$ cat src/motor_gate_pkg.sv
// Shared constants and carrier types for the motor gating control.
// Assumes a single 20 MHz system clock; all times become cycle counts here.
package motor_gate_pkg;

	localparam int unsigned CLK_HZ          = 20_000_000;
	localparam int unsigned PWM_FREQ_HZ     = 18_000;
	localparam int unsigned PWM_PERIOD_CYC  = CLK_HZ / PWM_FREQ_HZ;
	localparam int unsigned SOFT_START_S    = 60;
	localparam int unsigned RAMP_STEPS      = 256;
	localparam int unsigned RAMP_STEP_CYC   = (CLK_HZ / RAMP_STEPS) * SOFT_START_S;
	localparam int unsigned LOCK_TIME_MS    = 2000;
	localparam int unsigned LOCK_CYC        = (CLK_HZ / 1000) * LOCK_TIME_MS;
	localparam int unsigned CNT_W           = 32;

	// Register offsets (byte addresses)
	localparam logic [7:0] OFS_CTRL       = 8'h00;
	localparam logic [7:0] OFS_DUTY       = 8'h04;
	localparam logic [7:0] OFS_STATE      = 8'h08;
	localparam logic [7:0] OFS_INT_STATUS = 8'h0C;
	localparam logic [7:0] OFS_INT_MASK   = 8'h10;

	// Control register fields
	localparam int CTRL_EXT_PWM_BIT = 0;
	localparam int CTRL_SOFT_EN_BIT = 1;

	// Event bit positions, shared by status and mask
	localparam int EV_TRIP      = 0;
	localparam int EV_LOCKOUT   = 1;
	localparam int EV_CUR_LIMIT = 2;
	localparam int EV_RAMP_DONE = 3;
	localparam int EV_W         = 4;

	// Reset values
	localparam logic [1:0]      CTRL_RESET = 2'h0;
	localparam logic [7:0]      DUTY_RESET = 8'h00;
	localparam logic [EV_W-1:0] MASK_RESET = 4'h0;

	typedef struct packed {
		logic       ext_pwm;     // External PWM demand
		logic       start_stop;  // Start/stop level
		logic       brake;       // Dynamic brake request
		logic       trip;        // Current trip pulse
		logic       cur_limit;   // Current limit comparator
		logic       hall_edge;   // Rotor position sensor change
		logic [3:0] peak_level;  // Peak current magnitude
	} host_in_s;

	typedef struct packed {
		logic gate;       // Output amplifier enable
		logic brake_on;   // Dynamic brake engaged
		logic cl_led;     // Current limit indicator
		logic fault;      // Locked rotor shutdown
	} drive_out_s;

	typedef enum logic [1:0] {
		ST_STOP,
		ST_RUN,
		ST_LOCKOUT
	} run_state_e;

endpackage

$ cat src/rate_divider.sv
// Cycle counter that emits a one-cycle tick every PERIOD enabled cycles.
// Assumes clear and enable are synchronous to the clock.
`timescale 1ns/10ps
module rate_divider #(
	parameter int unsigned PERIOD = 16
) (
	input  wire logic                               sys_clk, // System clock
	input  wire logic                               rst,     // Sync reset
	input  wire logic                               clear,   // Restart count
	input  wire logic                               enable,  // Count enable
	output logic [motor_gate_pkg::CNT_W-1:0]        count,   // Current count
	output logic                                    tick     // Period end pulse
);
	localparam logic [motor_gate_pkg::CNT_W-1:0] LAST =
		motor_gate_pkg::CNT_W'(PERIOD - 1);

	always_ff @(posedge sys_clk) begin
		if (rst || clear) begin
			count <= '0;
			tick  <= 1'b0;
		end else if (enable) begin
			tick <= (count == LAST);
			if (count == LAST) begin
				count <= '0;
			end else begin
				count <= count + 1'b1;
			end
		end else begin
			tick <= 1'b0;
		end
	end
endmodule // rate_divider

$ cat src/soft_start_ramp.sv
// Acceleration ramp: climbs from zero to full scale one step per tick.
// Assumes restart is pulsed once per start; done holds until next restart.
`timescale 1ns/10ps
module soft_start_ramp (
	input  wire logic       sys_clk, // System clock
	input  wire logic       rst,     // Sync reset
	input  wire logic       restart, // Begin a new ramp
	input  wire logic       step,    // Advance one step
	output logic [7:0]      level,   // Ramp level
	output logic            done     // Ramp has timed out
);
	always_ff @(posedge sys_clk) begin
		if (rst) begin
			level <= 8'h00;
			done  <= 1'b0;
		end else if (restart) begin
			level <= 8'h00;
			done  <= 1'b0;
		end else if (step && !done) begin
			// Once done, only restart brings the ramp back
			if (level == 8'hFF) begin
				done <= 1'b1;
			end else begin
				level <= level + 8'h01;
			end
		end
	end
endmodule // soft_start_ramp

$ cat src/bldc_pwm_gating_control.sv
// Gating and run control for a brushless motor drive output stage.
// Assumes host inputs are synchronous to sys_clk and the register port
// is driven by a master that never issues read and write together.
// Operation
// - External PWM high switches amplifier on
// - Current limit overrides external PWM demand
// - Indicator on in current limit, brighter with peak
// - Brake engaged only while brake input high
// - Soft-start ramp begins only on run toggle
// - Completed ramp repeats only after off-on toggle
// - Slowest ramp lasts about sixty seconds
// - Locked rotor shuts output, indicator fully on
// - Lockout held until start/stop toggles on
// - Trip edge kills output until next cycle
// - Reset gives stopped state until toggled
//
// Implementation choices: the address-and-strobe port and the placing of the registers.
`timescale 1ns/10ps
module bldc_pwm_gating_control #(
	parameter int unsigned RAMP_STEP_CYC = motor_gate_pkg::RAMP_STEP_CYC,
	parameter int unsigned LOCK_CYC      = motor_gate_pkg::LOCK_CYC
) (
	input  wire logic                       sys_clk,  // 20 MHz clock
	input  wire logic                       rst,      // Sync reset, high
	input  wire motor_gate_pkg::host_in_s   host_in,  // Host control inputs
	input  wire logic [7:0]                 addr,     // Register address
	input  wire logic [31:0]                wdata,    // Write data
	input  wire logic                       wr_en,    // Write strobe
	input  wire logic                       rd_en,    // Read strobe
	output motor_gate_pkg::drive_out_s      drive,    // Drive outputs
	output logic [31:0]                     rdata,    // Read data, next cycle
	output logic                            irq       // Interrupt level
);
	localparam int unsigned PWM_PERIOD = motor_gate_pkg::PWM_PERIOD_CYC;

	motor_gate_pkg::run_state_e state_reg;
	motor_gate_pkg::drive_out_s drive_next;

	logic [1:0]                          ctrl_reg;
	logic [7:0]                          duty_reg;
	logic                                ext_mode_reg;
	logic [motor_gate_pkg::EV_W-1:0]     int_status_reg;
	logic [motor_gate_pkg::EV_W-1:0]     int_mask_reg;
	logic [motor_gate_pkg::EV_W-1:0]     events;
	logic                                start_prev_reg;
	logic                                trip_prev_reg;
	logic                                cl_prev_reg;
	logic                                trip_pending_reg;
	logic                                ramp_done_prev_reg;
	logic                                start_rise;
	logic                                start_fall;
	logic                                trip_rise;
	logic                                running;
	logic                                ramp_restart;
	logic [motor_gate_pkg::CNT_W-1:0]    pwm_count;
	logic                                cycle_start;
	logic                                ramp_step;
	logic                                lock_tick;
	logic [7:0]                          ramp_level;
	logic                                ramp_done;
	logic [7:0]                          eff_duty;
	logic [motor_gate_pkg::CNT_W-1:0]    duty_cycles;
	logic                                demand;
	logic [3:0]                          led_phase;
	logic                                rd_status;

	assign start_rise = host_in.start_stop && !start_prev_reg;
	assign start_fall = !host_in.start_stop && start_prev_reg;
	assign trip_rise  = host_in.trip && !trip_prev_reg;
	assign running    = (state_reg == motor_gate_pkg::ST_RUN);
	assign rd_status  = rd_en && (addr == motor_gate_pkg::OFS_INT_STATUS);

	// Internal PWM oscillator: one cycle start pulse per 18 kHz period
	rate_divider #(
		.PERIOD (PWM_PERIOD)
	) u_pwm_osc (
		.sys_clk (sys_clk),
		.rst     (rst),
		.clear   (1'b0),
		.enable  (1'b1),
		.count   (pwm_count),
		.tick    (cycle_start)
	);

	// Ramp step timer; 256 steps span the slowest soft-start time
	rate_divider #(
		.PERIOD (RAMP_STEP_CYC)
	) u_ramp_timer (
		.sys_clk (sys_clk),
		.rst     (rst),
		.clear   (ramp_restart),
		.enable  (running),
		.count   (),
		.tick    (ramp_step)
	);

	// Locked-rotor timer: runs while in current limit with no rotor motion.
	// Any sensor change or leaving current limit restarts the count, so
	// only a stall that keeps the limit active ends in lockout.
	rate_divider #(
		.PERIOD (LOCK_CYC)
	) u_lock_timer (
		.sys_clk (sys_clk),
		.rst     (rst),
		.clear   (host_in.hall_edge || !running || !host_in.cur_limit),
		.enable  (1'b1),
		.count   (),
		.tick    (lock_tick)
	);

	soft_start_ramp u_ramp (
		.sys_clk (sys_clk),
		.rst     (rst),
		.restart (ramp_restart),
		.step    (ramp_step),
		.level   (ramp_level),
		.done    (ramp_done)
	);

	// Start history resets high: a start level held through reset is no
	// toggle, the host must drop it and raise it again
	always_ff @(posedge sys_clk) begin
		if (rst) begin
			start_prev_reg <= 1'b1;
		end else begin
			start_prev_reg <= host_in.start_stop;
		end
	end

	// Trip and limit history reset to their idle low level, so reset
	// itself never fakes an edge
	always_ff @(posedge sys_clk) begin
		if (rst) begin
			trip_prev_reg <= 1'b0;
		end else begin
			trip_prev_reg <= host_in.trip;
		end
	end

	always_ff @(posedge sys_clk) begin
		if (rst) begin
			cl_prev_reg <= 1'b0;
		end else begin
			cl_prev_reg <= host_in.cur_limit;
		end
	end

	// Run state. A start level already high at reset does not count as a
	// toggle: the start history resets high, so only a low-then-high
	// sequence after reset leaves the stopped state.
	// Lockout leaves only on a fresh rise; a fall alone keeps it latched
	// so a stalled rotor is never re-energised by a noisy start line.
	always_ff @(posedge sys_clk) begin
		if (rst) begin
			state_reg    <= motor_gate_pkg::ST_STOP;
			ramp_restart <= 1'b0;
		end else begin
			ramp_restart <= 1'b0;
			case (state_reg)
				motor_gate_pkg::ST_STOP: begin
					if (start_rise) begin
						state_reg    <= motor_gate_pkg::ST_RUN;
						ramp_restart <= 1'b1;
					end
				end
				motor_gate_pkg::ST_RUN: begin
					if (lock_tick) begin
						state_reg <= motor_gate_pkg::ST_LOCKOUT;
					end else if (start_fall) begin
						state_reg <= motor_gate_pkg::ST_STOP;
					end
				end
				motor_gate_pkg::ST_LOCKOUT: begin
					if (start_rise) begin
						state_reg    <= motor_gate_pkg::ST_RUN;
						ramp_restart <= 1'b1;
					end
				end
				default: begin
					state_reg <= motor_gate_pkg::ST_STOP;
				end
			endcase
		end
	end

	// Trip latch; a new trip edge wins over the cycle-start clear
	// A long trip pulse acts once: only its rising edge sets the latch
	always_ff @(posedge sys_clk) begin
		if (rst) begin
			trip_pending_reg <= 1'b0;
		end else if (trip_rise) begin
			trip_pending_reg <= 1'b1;
		end else if (cycle_start) begin
			trip_pending_reg <= 1'b0;
		end
	end

	// Source selection follows the control bit only while stopped, so a
	// mid-run change cannot jerk the motor between sources.
	// A select written while running waits for the next stop.
	always_ff @(posedge sys_clk) begin
		if (rst) begin
			ext_mode_reg <= 1'b0;
		end else if (state_reg == motor_gate_pkg::ST_STOP) begin
			ext_mode_reg <= ctrl_reg[motor_gate_pkg::CTRL_EXT_PWM_BIT];
		end
	end

	// Internal modulation: duty limited by the ramp when soft start is on.
	// The ramp only shapes the internal duty; an external PWM source is
	// passed unramped and must shape its own acceleration.
	always_comb begin
		if (ctrl_reg[motor_gate_pkg::CTRL_SOFT_EN_BIT] && !ramp_done &&
			ramp_level < duty_reg) begin
			eff_duty = ramp_level;
		end else begin
			eff_duty = duty_reg;
		end
		duty_cycles = motor_gate_pkg::CNT_W'((32'(eff_duty) * PWM_PERIOD) >> 8);
		if (ext_mode_reg) begin
			demand = host_in.ext_pwm;
		end else begin
			demand = (pwm_count < duty_cycles);
		end
	end

	assign led_phase = pwm_count[10:7];

	always_comb begin
		drive_next.gate     = demand && running && !trip_pending_reg &&
			!host_in.brake && !host_in.cur_limit && !trip_rise;
		drive_next.brake_on = host_in.brake;
		drive_next.fault    = (state_reg == motor_gate_pkg::ST_LOCKOUT);
		// Brightness tracks peak current by on-time within each PWM cycle
		drive_next.cl_led   = drive_next.fault ||
			(host_in.cur_limit && (host_in.peak_level >= led_phase));
	end

	// Registered so every drive output comes straight from a flop
	always_ff @(posedge sys_clk) begin
		if (rst) begin
			drive <= '0;
		end else begin
			drive <= drive_next;
		end
	end

	// Events for the interrupt status register
	// Each event is a one-cycle pulse, so a held level sets status once
	always_ff @(posedge sys_clk) begin
		if (rst) begin
			ramp_done_prev_reg <= 1'b0;
		end else begin
			ramp_done_prev_reg <= ramp_done;
		end
	end

	always_comb begin
		events = '0;
		events[motor_gate_pkg::EV_TRIP]      = trip_rise;
		events[motor_gate_pkg::EV_LOCKOUT]   = lock_tick && running;
		events[motor_gate_pkg::EV_CUR_LIMIT] = host_in.cur_limit && !cl_prev_reg;
		events[motor_gate_pkg::EV_RAMP_DONE] = ramp_done && !ramp_done_prev_reg;
	end

	// Read clears status; an event in the same cycle survives the clear
	always_ff @(posedge sys_clk) begin
		if (rst) begin
			int_status_reg <= '0;
		end else if (rd_status) begin
			int_status_reg <= events;
		end else begin
			int_status_reg <= int_status_reg | events;
		end
	end

	// Interrupt lags status by one cycle and drops the cycle after a clear
	always_ff @(posedge sys_clk) begin
		if (rst) begin
			irq <= 1'b0;
		end else begin
			irq <= |(int_status_reg & int_mask_reg);
		end
	end

	// Register writes
	always_ff @(posedge sys_clk) begin
		if (rst) begin
			ctrl_reg     <= motor_gate_pkg::CTRL_RESET;
			duty_reg     <= motor_gate_pkg::DUTY_RESET;
			int_mask_reg <= motor_gate_pkg::MASK_RESET;
		end else if (wr_en) begin
			case (addr)
				motor_gate_pkg::OFS_CTRL: begin
					ctrl_reg <= wdata[1:0];
				end
				motor_gate_pkg::OFS_DUTY: begin
					duty_reg <= wdata[7:0];
				end
				motor_gate_pkg::OFS_INT_MASK: begin
					int_mask_reg <= wdata[motor_gate_pkg::EV_W-1:0];
				end
				// Read-only and unmapped offsets ignore writes
				default: begin
				end
			endcase
		end
	end

	// Register reads; data valid only in the cycle after the strobe
	always_ff @(posedge sys_clk) begin
		if (rst) begin
			rdata <= 32'h0000_0000;
		end else if (rd_en) begin
			case (addr)
				motor_gate_pkg::OFS_CTRL: begin
					rdata <= {30'h0, ctrl_reg};
				end
				motor_gate_pkg::OFS_DUTY: begin
					rdata <= {24'h0, duty_reg};
				end
				motor_gate_pkg::OFS_STATE: begin
					rdata <= {16'h0, ramp_level, ramp_done, ext_mode_reg,
						trip_pending_reg, host_in.cur_limit, drive.brake_on,
						state_reg, running};
				end
				motor_gate_pkg::OFS_INT_STATUS: begin
					rdata <= {28'h0, int_status_reg};
				end
				motor_gate_pkg::OFS_INT_MASK: begin
					rdata <= {28'h0, int_mask_reg};
				end
				default: begin
					rdata <= 32'h0000_0000;
				end
			endcase
		end else begin
			rdata <= 32'h0000_0000;
		end
	end
endmodule // bldc_pwm_gating_control

$ cat config.mk
export PLATFORM = sky130hd
export DESIGN_NAME = bldc_pwm_gating_control
export DESIGN_NICKNAME = d
export VERILOG_FILES = /design/src/motor_gate_pkg.sv /design/src/rate_divider.sv /design/src/soft_start_ramp.sv /design/src/bldc_pwm_gating_control.sv
export SDC_FILE = /design/constraint.sdc
export NUM_CORES = 1
export LEC_CHECK = 0
export BUFFER_PORTS_ARGS = -buffer_cell sky130_fd_sc_hd__buf_2
export CORE_UTILIZATION = 59
export DETAILED_ROUTE_END_ITERATION = 10
export GPL_ROUTABILITY_DRIVEN = 0
export PLACE_DENSITY = 0.89
export SLEW_MARGIN = 30
export SYNTH_ARGS = -nofsm -noshare
export SYNTH_HDL_FRONTEND = slang
export SYNTH_SLANG_ARGS = --single-unit
export TNS_END_PERCENT = 100
$ cat constraint.sdc
create_clock -name sys_clk -period 8.6 [get_ports sys_clk]
set_input_delay 0.86 -clock sys_clk [delete_from_list [all_inputs] [get_ports sys_clk]]
set_output_delay 0.86 -clock sys_clk [all_outputs]
set_load 0.02 [all_outputs]
==> results.md, run 1 <==
* FMAX at 128 MHz
* Inst Count DP at 1,175
* Syn_area_per_cell at 8.85 µm²
* P_leak at 3.99 nW
* Max-slew violations at 0
* Post-synth ARST share at 0
* Layout Cells excl Fill at 1,206
* Skew final at 0.00614 ns
* Status: completed
* Final Cycle Share at 0.912
* Die span in x at 122 µm
* Antenna Cells at 0
* Initial antenna violation count at 0
* Slowest CP cell: a2111oi_1
* Total CTS buffers at 17
* Input/output buffers at 50
* Final #Nets at 1,151
* Postcts setup bufs at 0
* Max_cap viols at 0
* Worst skew pair latency at 0.43 ns
* Hold/Removal Path Class: reg -> reg
* Number of DRC markers in iteration 0 at 557
* Number of gates resized after cts at 0
* Element type at the critical path end: flop
* Worst Setup Path Type: reg -> reg
* Starting Density at 0.609
* IO Count at 91
* Fin. Hold Viols at 0
* Post-DR vias/cell at 5.59
* Via count at 6,743
* Row count at 43
* PD cells at 167 nW/µm²
* CP max stage delay at 0.67 ns
* Synth warnings at 0
* Clock Tree Buf Depth at 2
* Slew margin rel. at 0.421
* Cell taking the most area after synthesis: dfxtp_1
* Post-synth EDFFs at 0
* Area Overhead vs Synth at 11.3%
* Share of cells above drive strength 1 at 0.110
* Main synth FF type: dfxtp_1
* Post-synthesis cell area at 8560 µm²
* Critical path arrival at 8.19 ns
* # H-tree levels at 4
* Count of cell types in the netlist at 64
* Sequential area share after synthesis at 0.365
* Post-DRT Antenna Nets at 0
* RSZ-0062 raised after global routing: no
* # DRC at 0
* Synth top area cells: dfxtp_1 36%, ha_1 9.6%, nor2_1 7.0%
* CTS sink count at 156
* Actual slew at the worst max-slew pin at 0.861 ns
* Final HPWL DP at 12.4 mm
* Final min period at 7.84 ns
* CTS clock-pin slew for the worst setup and hold paths at 0.06 ns
* Total GRT Usage at 0.253
* # setup viols final at 0
* CTS tree: done
* First-pass GRT wire length at 29.9 mm
* Hold Buf Count CTS at 0
* Peak supply drop at 0.159 mV
* Most frequent cells in the layout: 159 x nor2_1, 156 x dfxtp_1, 66 x ha_1
* Largest net degree at the start of global routing at 37
* Req. time, crit path at 8.96 ns
* Seq cells post-synth at 156
* Top Registers: u_lock_timer.count x32, u_pwm_osc.count x32, u_ramp_timer.count x32
* Syn Inst Count at 967
* Crit-path max FO at 8
* GRT overflow at 0
* CTS Root Cell: clkbuf_16
* Vias in the first global route at 6,482
* Full die area at 15,000 µm²
* Final WL at 17.6 mm
* Placeable Area at 14,000 µm²
* Startpoint Class: flop
* Top cell type's share of synthesized area at 0.365
* Most common cell after layout, fill and taps aside: nor2_1
* Total negative slack at 0 ns
* Die height at 122 µm
* DR pass1 iterations at 5
* Drt wl/cell at 14.6 µm
-- power by group --
part           switching, mW  internal (mW)
clock network          0.290          0.526
registers            0.00430          0.727
logic                 0.0315         0.0150
total                  0.326           1.27
-- cell type report --
| class | instances | area, µm² |
|---|---|---|
| inverters | 60 | 225 |
| multi-input cells | 727 | 5050 |
| well taps | 180 | 225 |
| clock inverters | 12 | 191 |
| flip-flops and latches | 156 | 3120 |
| repair buffers | 52 | 265 |
| clock buffers | 19 | 453 |
| fillers | 1015 | 4510 |
-- metrics by stage --
step	utilization	total power [mW]	setup WS (ns)	hold WS [ns]	area [µm²]
floorplan	-	0.784	1.81	0.413	8610
global placement	0.632	0.792	1.22	0.422	8880
detailed placement	0.633	0.793	0.962	0.435	8880
CTS	0.678	1.60	0.826	0.458	9530
global route	0.679	1.64	0.276	0.485	9530
finish	0.679	1.59	0.761	0.462	9530
-- synth_stat cells (all sizes together), types with 20 or more instances --
cell	number
nand3	42
dfxtp	156
ha	66
nand4	36
inv	60
nor2	163
xnor2	48
a21oi	27
nor4	20
nand2	63
buf	28
xor2	59
-- cell families (layout without fill, tap and decap cells) --
| logic type | count (synthesis) | count (layout) | synth area share |
|---|---|---|---|
| and+or+nand+nor | 427 | 427 | 0.251 |
| DFF | 156 | 156 | 0.365 |
| xor gates and xnor gates | 107 | 107 | 0.110 |
| buffers and inverters | 99 | 143 | 0.0526 |
| adders and majority gates | 83 | 83 | 0.136 |
| AOI/OAI and AO/OA | 68 | 68 | 0.0509 |
| muxes | 26 | 26 | 0.0345 |
| other | 1 | 16 | 0.000438 |
-- worst max-delay path: cells and delay by family (launching register included) --
family	cells	cell delay (ns)
DFF	1	0.38
muxes	1	0.34
buffers and inverters	4	0.22
adders and majority gates	7	2.93
xor gates and xnor gates	1	0.13
AOI/OAI and AO/OA	9	2.89
and+or+nand+nor	3	0.86
-- path summary, 6_finish.rpt --
path | slack (ns) | from | cells after the start | to
worst min register to register | 0.46 | u_lock_timer.count[0]$_SDFF_PP0_ | 1 | u_lock_timer.count[0]$_SDFF_PP0_
worst max-delay path | 0.76 | duty_reg[7]$_SDFFE_PP0P_ | 25 | drive[3]$_SDFF_PP0_
worst max register to register | 0.76 | duty_reg[7]$_SDFFE_PP0P_ | 25 | drive[3]$_SDFF_PP0_
worst min-delay path | 0.46 | u_lock_timer.count[0]$_SDFF_PP0_ | 1 | u_lock_timer.count[0]$_SDFF_PP0_
-- layer usage --
metal  vias up  wire [µm]  track usage
met5         -          0            0
met4         0        417        0.104
met3        47        950       0.0581
met2       207       8440        0.417
met1      3144       7770        0.316
li1       3345          -            -
No activity file was read; power rests on OpenSTA's default activity.
==> run 2, diff against run 1 <==
--- a/config.mk
+++ b/config.mk
@@ -6,10 +6,10 @@
 export NUM_CORES = 1
 export LEC_CHECK = 0
 export BUFFER_PORTS_ARGS = -buffer_cell sky130_fd_sc_hd__buf_2
-export CORE_UTILIZATION = 59
+export CORE_UTILIZATION = 54
 export DETAILED_ROUTE_END_ITERATION = 10
 export GPL_ROUTABILITY_DRIVEN = 0
-export PLACE_DENSITY = 0.89
+export PLACE_DENSITY = 0.77
 export SLEW_MARGIN = 30
 export SYNTH_ARGS = -nofsm -noshare
 export SYNTH_HDL_FRONTEND = slang
==> constraint.sdc (replaced) <==
create_clock -name sys_clk -period 6.6 [get_ports sys_clk]
set_input_delay 0.66 -clock sys_clk [delete_from_list [all_inputs] [get_ports sys_clk]]
set_output_delay 0.66 -clock sys_clk [all_outputs]
set_load 0.02 [all_outputs]
==> results.md, run 2 (synthesis results as in run 1) <==
* Vias in the first global route at 6,359 (was 6,482)
* Final standard cell area without fillers at 9820 µm² (was 9530 µm²)
* Multi-input gate area at 5170 µm² (was 5050 µm²)
* Layout Utilization at 0.641 (was 0.679)
* Post-route setup slack at 0.304 ns (was 0.761 ns)
* Peak supply drop at 0.203 mV (was 0.159 mV)
* Most frequent cells in the layout: 158 x nor2_1, 154 x dfxtp_1, 63 x ha_1 (was 159 x nor2_1, 156 x dfxtp_1, 66 x ha_1)
* Max-slew violations at 0 (unchanged)
* Element type at the critical path end: flop (unchanged)
* Skew final at 0.00934 ns (was 0.00614 ns)
* Slew margin rel. at 0.526 (was 0.421)
* Die height at 128 µm (was 122 µm)
* IO Count at 91 (unchanged)
* P_leak at 4.10 nW (was 3.99 nW)
* Final HPWL DP at 12.6 mm (was 12.4 mm)
* Met2 Usage GRT at 0.354 (was 0.417)
* Actual slew at the worst max-slew pin at 0.704 ns (was 0.861 ns)
* FMAX at 159 MHz (was 128 MHz)
* # setup viols final at 0 (unchanged)
* Die span in x at 128 µm (was 122 µm)
* Hold/Removal Path Class: in -> reg (was reg -> reg)
* Number of DRC markers in iteration 0 at 434 (was 557)
* Full die area at 16,400 µm² (was 15,000 µm²)
* GRT overflow at 0 (unchanged)
* Largest net degree at the start of global routing at 37 (unchanged)
* Max_cap viols at 0 (unchanged)
* CTS sink count at 156 (unchanged)
* Place WS at -0.0388 ns (was 0.962 ns)
* CP max stage delay at 0.55 ns (was 0.67 ns)
* Share of cells above drive strength 1 at 0.143 (was 0.110)
* DR pass1 iterations at 7 (was 5)
* Final Cycle Share at 0.954 (was 0.912)
* Fillers at 1,283 (was 1,015)
* Sequential Area at 3130 µm² (was 3120 µm²)
* Input/output buffers at 50 (unchanged)
* PD cells at 205 nW/µm² (was 167 nW/µm²)
* Initial antenna violation count at 1 (was 0)
* Final min period at 6.30 ns (was 7.84 ns)
* Most common cell after layout, fill and taps aside: nor2_1 (unchanged)
* Placed cell areas at 9070 µm² (was 8880 µm²)
* Crit-path max FO at 4 (was 8)
* Startpoint Class: flop (unchanged)
* Status: completed (unchanged)
* Layout Cells excl Fill at 1,260 (was 1,206)
* Post-DR vias/cell at 5.30 (was 5.59)
* Inst Count DP at 1,225 (was 1,175)
* Worst hold slack at 0.446 ns (was 0.462 ns)
* Met1 Use GR at 0.297 (was 0.316)
* First-pass GRT wire length at 29.2 mm (was 29.9 mm)
* GR Layer Usage met3 at 0.0509 (was 0.0581)
* Final WL at 17.5 mm (was 17.6 mm)
* Fin. Hold Viols at 0 (unchanged)
* Req. time, crit path at 6.96 ns (was 8.96 ns)
* Via count at 6,681 (was 6,743)
* Starting Density at 0.559 (was 0.609)
* Worst skew pair latency at 0.43 ns (about the same)
* Row count at 45 (was 43)
* Final #Nets at 1,172 (was 1,151)
* Worst Setup Path Type: reg -> reg (unchanged)
* Clock Tree Buf Depth at 2 (unchanged)
* Slowest CP cell: fa_1 (was a2111oi_1)
* CTS clock-pin slew for the worst setup and hold paths at 0.06 ns (about the same)
* Critical path arrival at 6.66 ns (was 8.19 ns)
* Placeable Area at 15,300 µm² (was 14,000 µm²)
* Drt wl/cell at 13.9 µm (was 14.6 µm)
* Total CTS buffers at 17 (unchanged)
* Flop2flop setup slack at 0.30 ns (was 0.76 ns)
* Grt peak-use layer: met2 (unchanged)
* CTS Root Cell: clkbuf_16 (unchanged)
* Post-DRT Antenna Nets at 0 (unchanged)
* CTS tree: done (unchanged)
* # DRC at 0 (unchanged)
* Top Registers: u_lock_timer.count x32, u_pwm_osc.count x32, u_ramp_timer.count x32 (unchanged)
* Area Overhead vs Synth at 14.7% (was 11.3%)
* Total GRT Usage at 0.222 (was 0.253)
* # H-tree levels at 4 (unchanged)
## run 2: power by group
| group | switching, mW | total [mW] | internal [mW] |
|---|---|---|---|
| clock network | 0.394 | 1.00 | 0.607 |
| logic | 0.0411 | 0.0612 | 0.0201 |
| registers | 0.00558 | 0.953 | 0.947 |
## run 2: cell type report
type	instances	area share
Timing Repair Buffer	73	0.0431
Antenna cell	1	0.000255
Multi-Input combinational cell	727	0.526
Inverter	60	0.0229
Clock buffer	19	0.0451
Sequential cell	156	0.318
Clock inverter	13	0.0171
Tap cell	211	0.0269
## run 2: timing repair
action                     in CTS  in global routing
hold buffers                    0                  0
setup endpoints to repair       1                  1
resized for setup               2                 21
pin swaps                       1                 11
buffers inserted                0                  2
## run 2: final timing paths
kind | startpoint | to | cells past startpoint
worst max-delay path | duty_reg[4]$_SDFFE_PP0P_ | drive[3]$_SDFF_PP0_ | 28
worst min register to register | u_lock_timer.count[0]$_SDFF_PP0_ | u_lock_timer.count[0]$_SDFF_PP0_ | 1
worst min-delay path | host_in[4] | u_lock_timer.tick$_SDFF_PP0_ | 2
worst max register to register | duty_reg[4]$_SDFFE_PP0P_ | drive[3]$_SDFF_PP0_ | 28
## run 2: worst max-delay path: cells and delay by family (launching register included)
kind | cells | cell delay (ns)
AOI/OAI and AO/OA | 11 | 1.83
muxes | 1 | 0.26
adders and majority gates | 7 | 2.86
xor gates and xnor gates | 1 | 0.13
buffers and inverters | 4 | 0.26
and+or+nand+nor | 4 | 0.54
DFF | 1 | 0.34
## run 2: metal layers
metal  vias to the layer above  part of all wire
met5                         -                 0
met2                       168              0.46
met3                        35             0.050
li1                       3388                 -
met1                      3090              0.47
met4                         0             0.018
## run 2: metrics by stage
step           setup TNS (ns)  total power, mW
5_1_grt               -0.0790             2.08
2_1_floorplan               0             1.02
6_report                    0             2.01
4_1_cts                     0             2.03
3_5_place_dp          -0.0388             1.03
3_3_place_gp                0             1.03
==> run 3, diff against run 2 <==
--- a/config.mk
+++ b/config.mk
@@ -6,9 +6,10 @@
 export NUM_CORES = 1
 export LEC_CHECK = 0
 export BUFFER_PORTS_ARGS = -buffer_cell sky130_fd_sc_hd__buf_2
-export CORE_UTILIZATION = 54
+export CORE_UTILIZATION = 56
 export DETAILED_ROUTE_END_ITERATION = 10
 export GPL_ROUTABILITY_DRIVEN = 0
+export GPL_TIMING_DRIVEN = 0
 export PLACE_DENSITY = 0.77
 export SLEW_MARGIN = 30
 export SYNTH_ARGS = -nofsm -noshare
==> constraint.sdc (replaced) <==
create_clock -name sys_clk -period 6.1 [get_ports sys_clk]
set_input_delay 0.61 -clock sys_clk [delete_from_list [all_inputs] [get_ports sys_clk]]
set_output_delay 0.61 -clock sys_clk [all_outputs]
set_load 0.02 [all_outputs]
==> results.md, run 3 (synthesis results as in run 1) <==
* Status: finished, violations left (was completed)
* Violated checks: DRC, setup timing
* Hold Crit Depth at 2 (unchanged)
* Req. time, crit path at 6.46 ns (was 6.96 ns)
* Placed cell areas at 9170 µm² (was 9070 µm²)
* Post-route setup slack at -0.0691 ns (was 0.304 ns)
* Post-DR vias/cell at 5.45 (was 5.30)
* Worst skew pair latency at 0.42 ns (was 0.43 ns)
* Most common cell after layout, fill and taps aside: nor2_1 (unchanged)
* CTS clock-pin slew for the worst setup and hold paths at 0.06 ns (about the same)
* Top Registers: u_lock_timer.count x32, u_pwm_osc.count x32, u_ramp_timer.count x32 (unchanged)
* IO Count at 91 (unchanged)
* Clock Tree Buf Depth at 2 (unchanged)
* CTS sink count at 156 (unchanged)
* Peak supply drop at 0.180 mV (was 0.203 mV)
* CP max stage delay at 0.52 ns (was 0.55 ns)
* R2R Path Start: duty_reg[7]$_SDFFE_PP0P_ (was duty_reg[4]$_SDFFE_PP0P_)
* Final min period at 6.17 ns (was 6.30 ns)
* Starting Density at 0.582 (was 0.559)
* PD cells at 210 nW/µm² (was 205 nW/µm²)
* Die span in x at 126 µm (was 128 µm)
* Final #Nets at 1,207 (was 1,172)
* Layout Utilization at 0.685 (was 0.641)
* Die height at 126 µm (was 128 µm)
* Input/output buffers at 46 (was 50)
* Row count at 44 (was 45)
* Max-slew violations at 0 (unchanged)
* WHS Endpoint: u_lock_timer.tick$_SDFF_PP0_ (unchanged)
* Placeable Area at 14,700 µm² (was 15,300 µm²)
* Via count at 6,911 (was 6,681)
* Flop2flop setup slack at -0.07 ns (was 0.30 ns)
* Total CTS buffers at 17 (unchanged)
* Slowest CP cell: fa_1 (unchanged)
* Cell mode on critical path: fa_1
* GRT overflow at 0 (unchanged)
* Worst Setup Path Type: reg -> reg (unchanged)
* Comb power frac at 0.038 (was 0.030)
* DR pass1 iterations at 11 (was 7)
* Startpoint Class: flop (unchanged)
* Worst r2r path cells at 28 (unchanged)
* Final Cycle Share at 1.01 (was 0.954)
* R2R Path End: drive[3]$_SDFF_PP0_ (unchanged)
* Pint at 1.64 mW (was 1.57 mW)
* # setup viols final at 1 (was 0)
* Final HPWL DP at 12.7 mm (was 12.6 mm)
* CTS tree: done (unchanged)
* P_leak at 4.21 nW (was 4.10 nW)
* Sequential share of power at 0.487 (was 0.473)
* Critical path arrival at 6.53 ns (was 6.66 ns)
* Element type at the critical path end: flop (unchanged)
* Power share of the clock group at 0.475 (was 0.497)
* Total GRT Usage at 0.237 (was 0.222)
* Area Overhead vs Synth at 17.6% (was 14.7%)
* Slew margin rel. at 0.495 (was 0.526)
* CTS Root Cell: clkbuf_16 (unchanged)
* Drt wl/cell at 14.3 µm (was 13.9 µm)
* Vias in the first global route at 6,592 (was 6,359)
* Final WL at 18.2 mm (was 17.5 mm)
* Largest net degree at the start of global routing at 17 (was 37)
* Most frequent cells in the layout: 158 x nor2_1, 143 x dfxtp_1, 62 x nand2_1 (was 158 x nor2_1, 154 x dfxtp_1, 63 x ha_1)
* Hold/Removal Path Class: in -> reg (unchanged)
* P_sw at 0.464 mW (was 0.441 mW)
* First-pass GRT wire length at 30.1 mm (was 29.2 mm)
* # DRC at 20 (was 0)
* Worst hold slack at 0.391 ns (was 0.446 ns)
* Actual slew at the worst max-slew pin at 0.751 ns (was 0.704 ns)
* FMAX at 162 MHz (was 159 MHz)
* Final standard cell area without fillers at 10,100 µm² (was 9820 µm²)
* # H-tree levels at 4 (unchanged)
* Fin. Hold Viols at 0 (unchanged)
* Crit-path max FO at 4 (unchanged)
* Max_cap viols at 0 (unchanged)
* Fillers at 1,117 (was 1,283)
* RSZ-0062 raised after global routing: yes
* Share of cells above drive strength 1 at 0.179 (was 0.143)
* Initial antenna violation count at 1 (unchanged)
* Hold Crit Start: host_in[4] (unchanged)
* Hold Buf Count CTS at 0 (unchanged)
* Sw Share at 0.220 (was 0.219)
* Post-DRT Antenna Nets at 0 (unchanged)
* Number of DRC markers in iteration 0 at 440 (was 434)
* Skew final at 0.00607 ns (was 0.00934 ns)
* Full die area at 15,800 µm² (was 16,400 µm²)
## run 3: cell count changes in the layout (fill, tap and decap cells not counted), moves of 3 or more
cell      previous run  this run
buf_4               23        40
clkbuf_1             1        13
dfxtp_1            154       143
dfxtp_4              0         6
buf_2               50        55
dfxtp_2              2         7
clkinv_4             5         1
ha_4                 2         6
mux2_4               0         4
ha_1                63        60
inv_1               59        56
inv_2                1         4
mux2_2               7         4
## run 3: power by group through the flow
stage                     combinational [mW]  sequential, mW  clock, mW
after global placement                0.0769            1.05          0
final                                 0.0797            1.03       1.00
after CTS                             0.0785            1.03       1.02
after global routing                  0.0877            1.03       1.06
after floorplan                       0.0536            1.05          0
after detailed placement              0.0776            1.05          0
## run 3: repair_timing
action,CTS,global route
setup endpoints to repair,1,1
pin swaps,23,11
buffers inserted,17,6
endpoints found under the hold margin,0,0
gates resized for setup,35,11
## run 3: per-stage QoR
step	worst slack (ns)	total power, mW	setup TNS, ns	cells
final	-0.0691	2.11	-0.0691	1268
after global routing	-0.324	2.17	-0.324	1267
after CTS	-0.0961	2.12	-0.0961	1261
after detailed placement	-0.517	1.13	-0.517	1212
after global placement	-0.458	1.13	-0.458	1212
after floorplan	0.000103	1.11	0	982
## run 3: cell type report
type / instances / area (µm²) / share of cell area
Antenna cell: 1 / 2.50 / 0.000249
Buffer: 39 / 229 / 0.0227
Clock buffer: 22 / 474 / 0.0471
Clock inverter: 10 / 90.1 / 0.00895
Inverter: 60 / 225 / 0.0224
Multi-Input combinational cell: 727 / 5260 / 0.522
Sequential cell: 156 / 3150 / 0.313
Tap cell: 184 / 230 / 0.0229
Timing Repair Buffer: 69 / 403 / 0.0400
## run 3: routing by layer
metal,vias up,GRT usage,wire length (µm)
met5,-,0,0
met1,3242,0.312,8490
li1,3466,-,-
met4,0,0.0789,305
met3,27,0.0633,1000
met2,176,0.375,8360
## run 3: critical path: cells and delay by family, from the launching register on
kind                     cells  cell delay (ns)
flip-flops                   1             0.37
buffers and inverters        6             0.50
XOR/XNOR                     1             0.14
multiplexers                 1             0.16
AO/OA/AOI/OAI                9             1.72
adder cells (fa/ha/maj)      7             2.83
AND/OR/NAND/NOR              4             0.37
## run 3: worst max path at each step
stage / from / to
floorplan: duty_reg[7]$_SDFFE_PP0P_ / drive[3]$_SDFF_PP0_
detailed placement: duty_reg[7]$_SDFFE_PP0P_ / drive[3]$_SDFF_PP0_
global placement: duty_reg[7]$_SDFFE_PP0P_ / drive[3]$_SDFF_PP0_
finish: duty_reg[7]$_SDFFE_PP0P_ / drive[3]$_SDFF_PP0_
global route: duty_reg[7]$_SDFFE_PP0P_ / drive[3]$_SDFF_PP0_
CTS: duty_reg[1]$_SDFFE_PP0P_ / drive[3]$_SDFF_PP0_
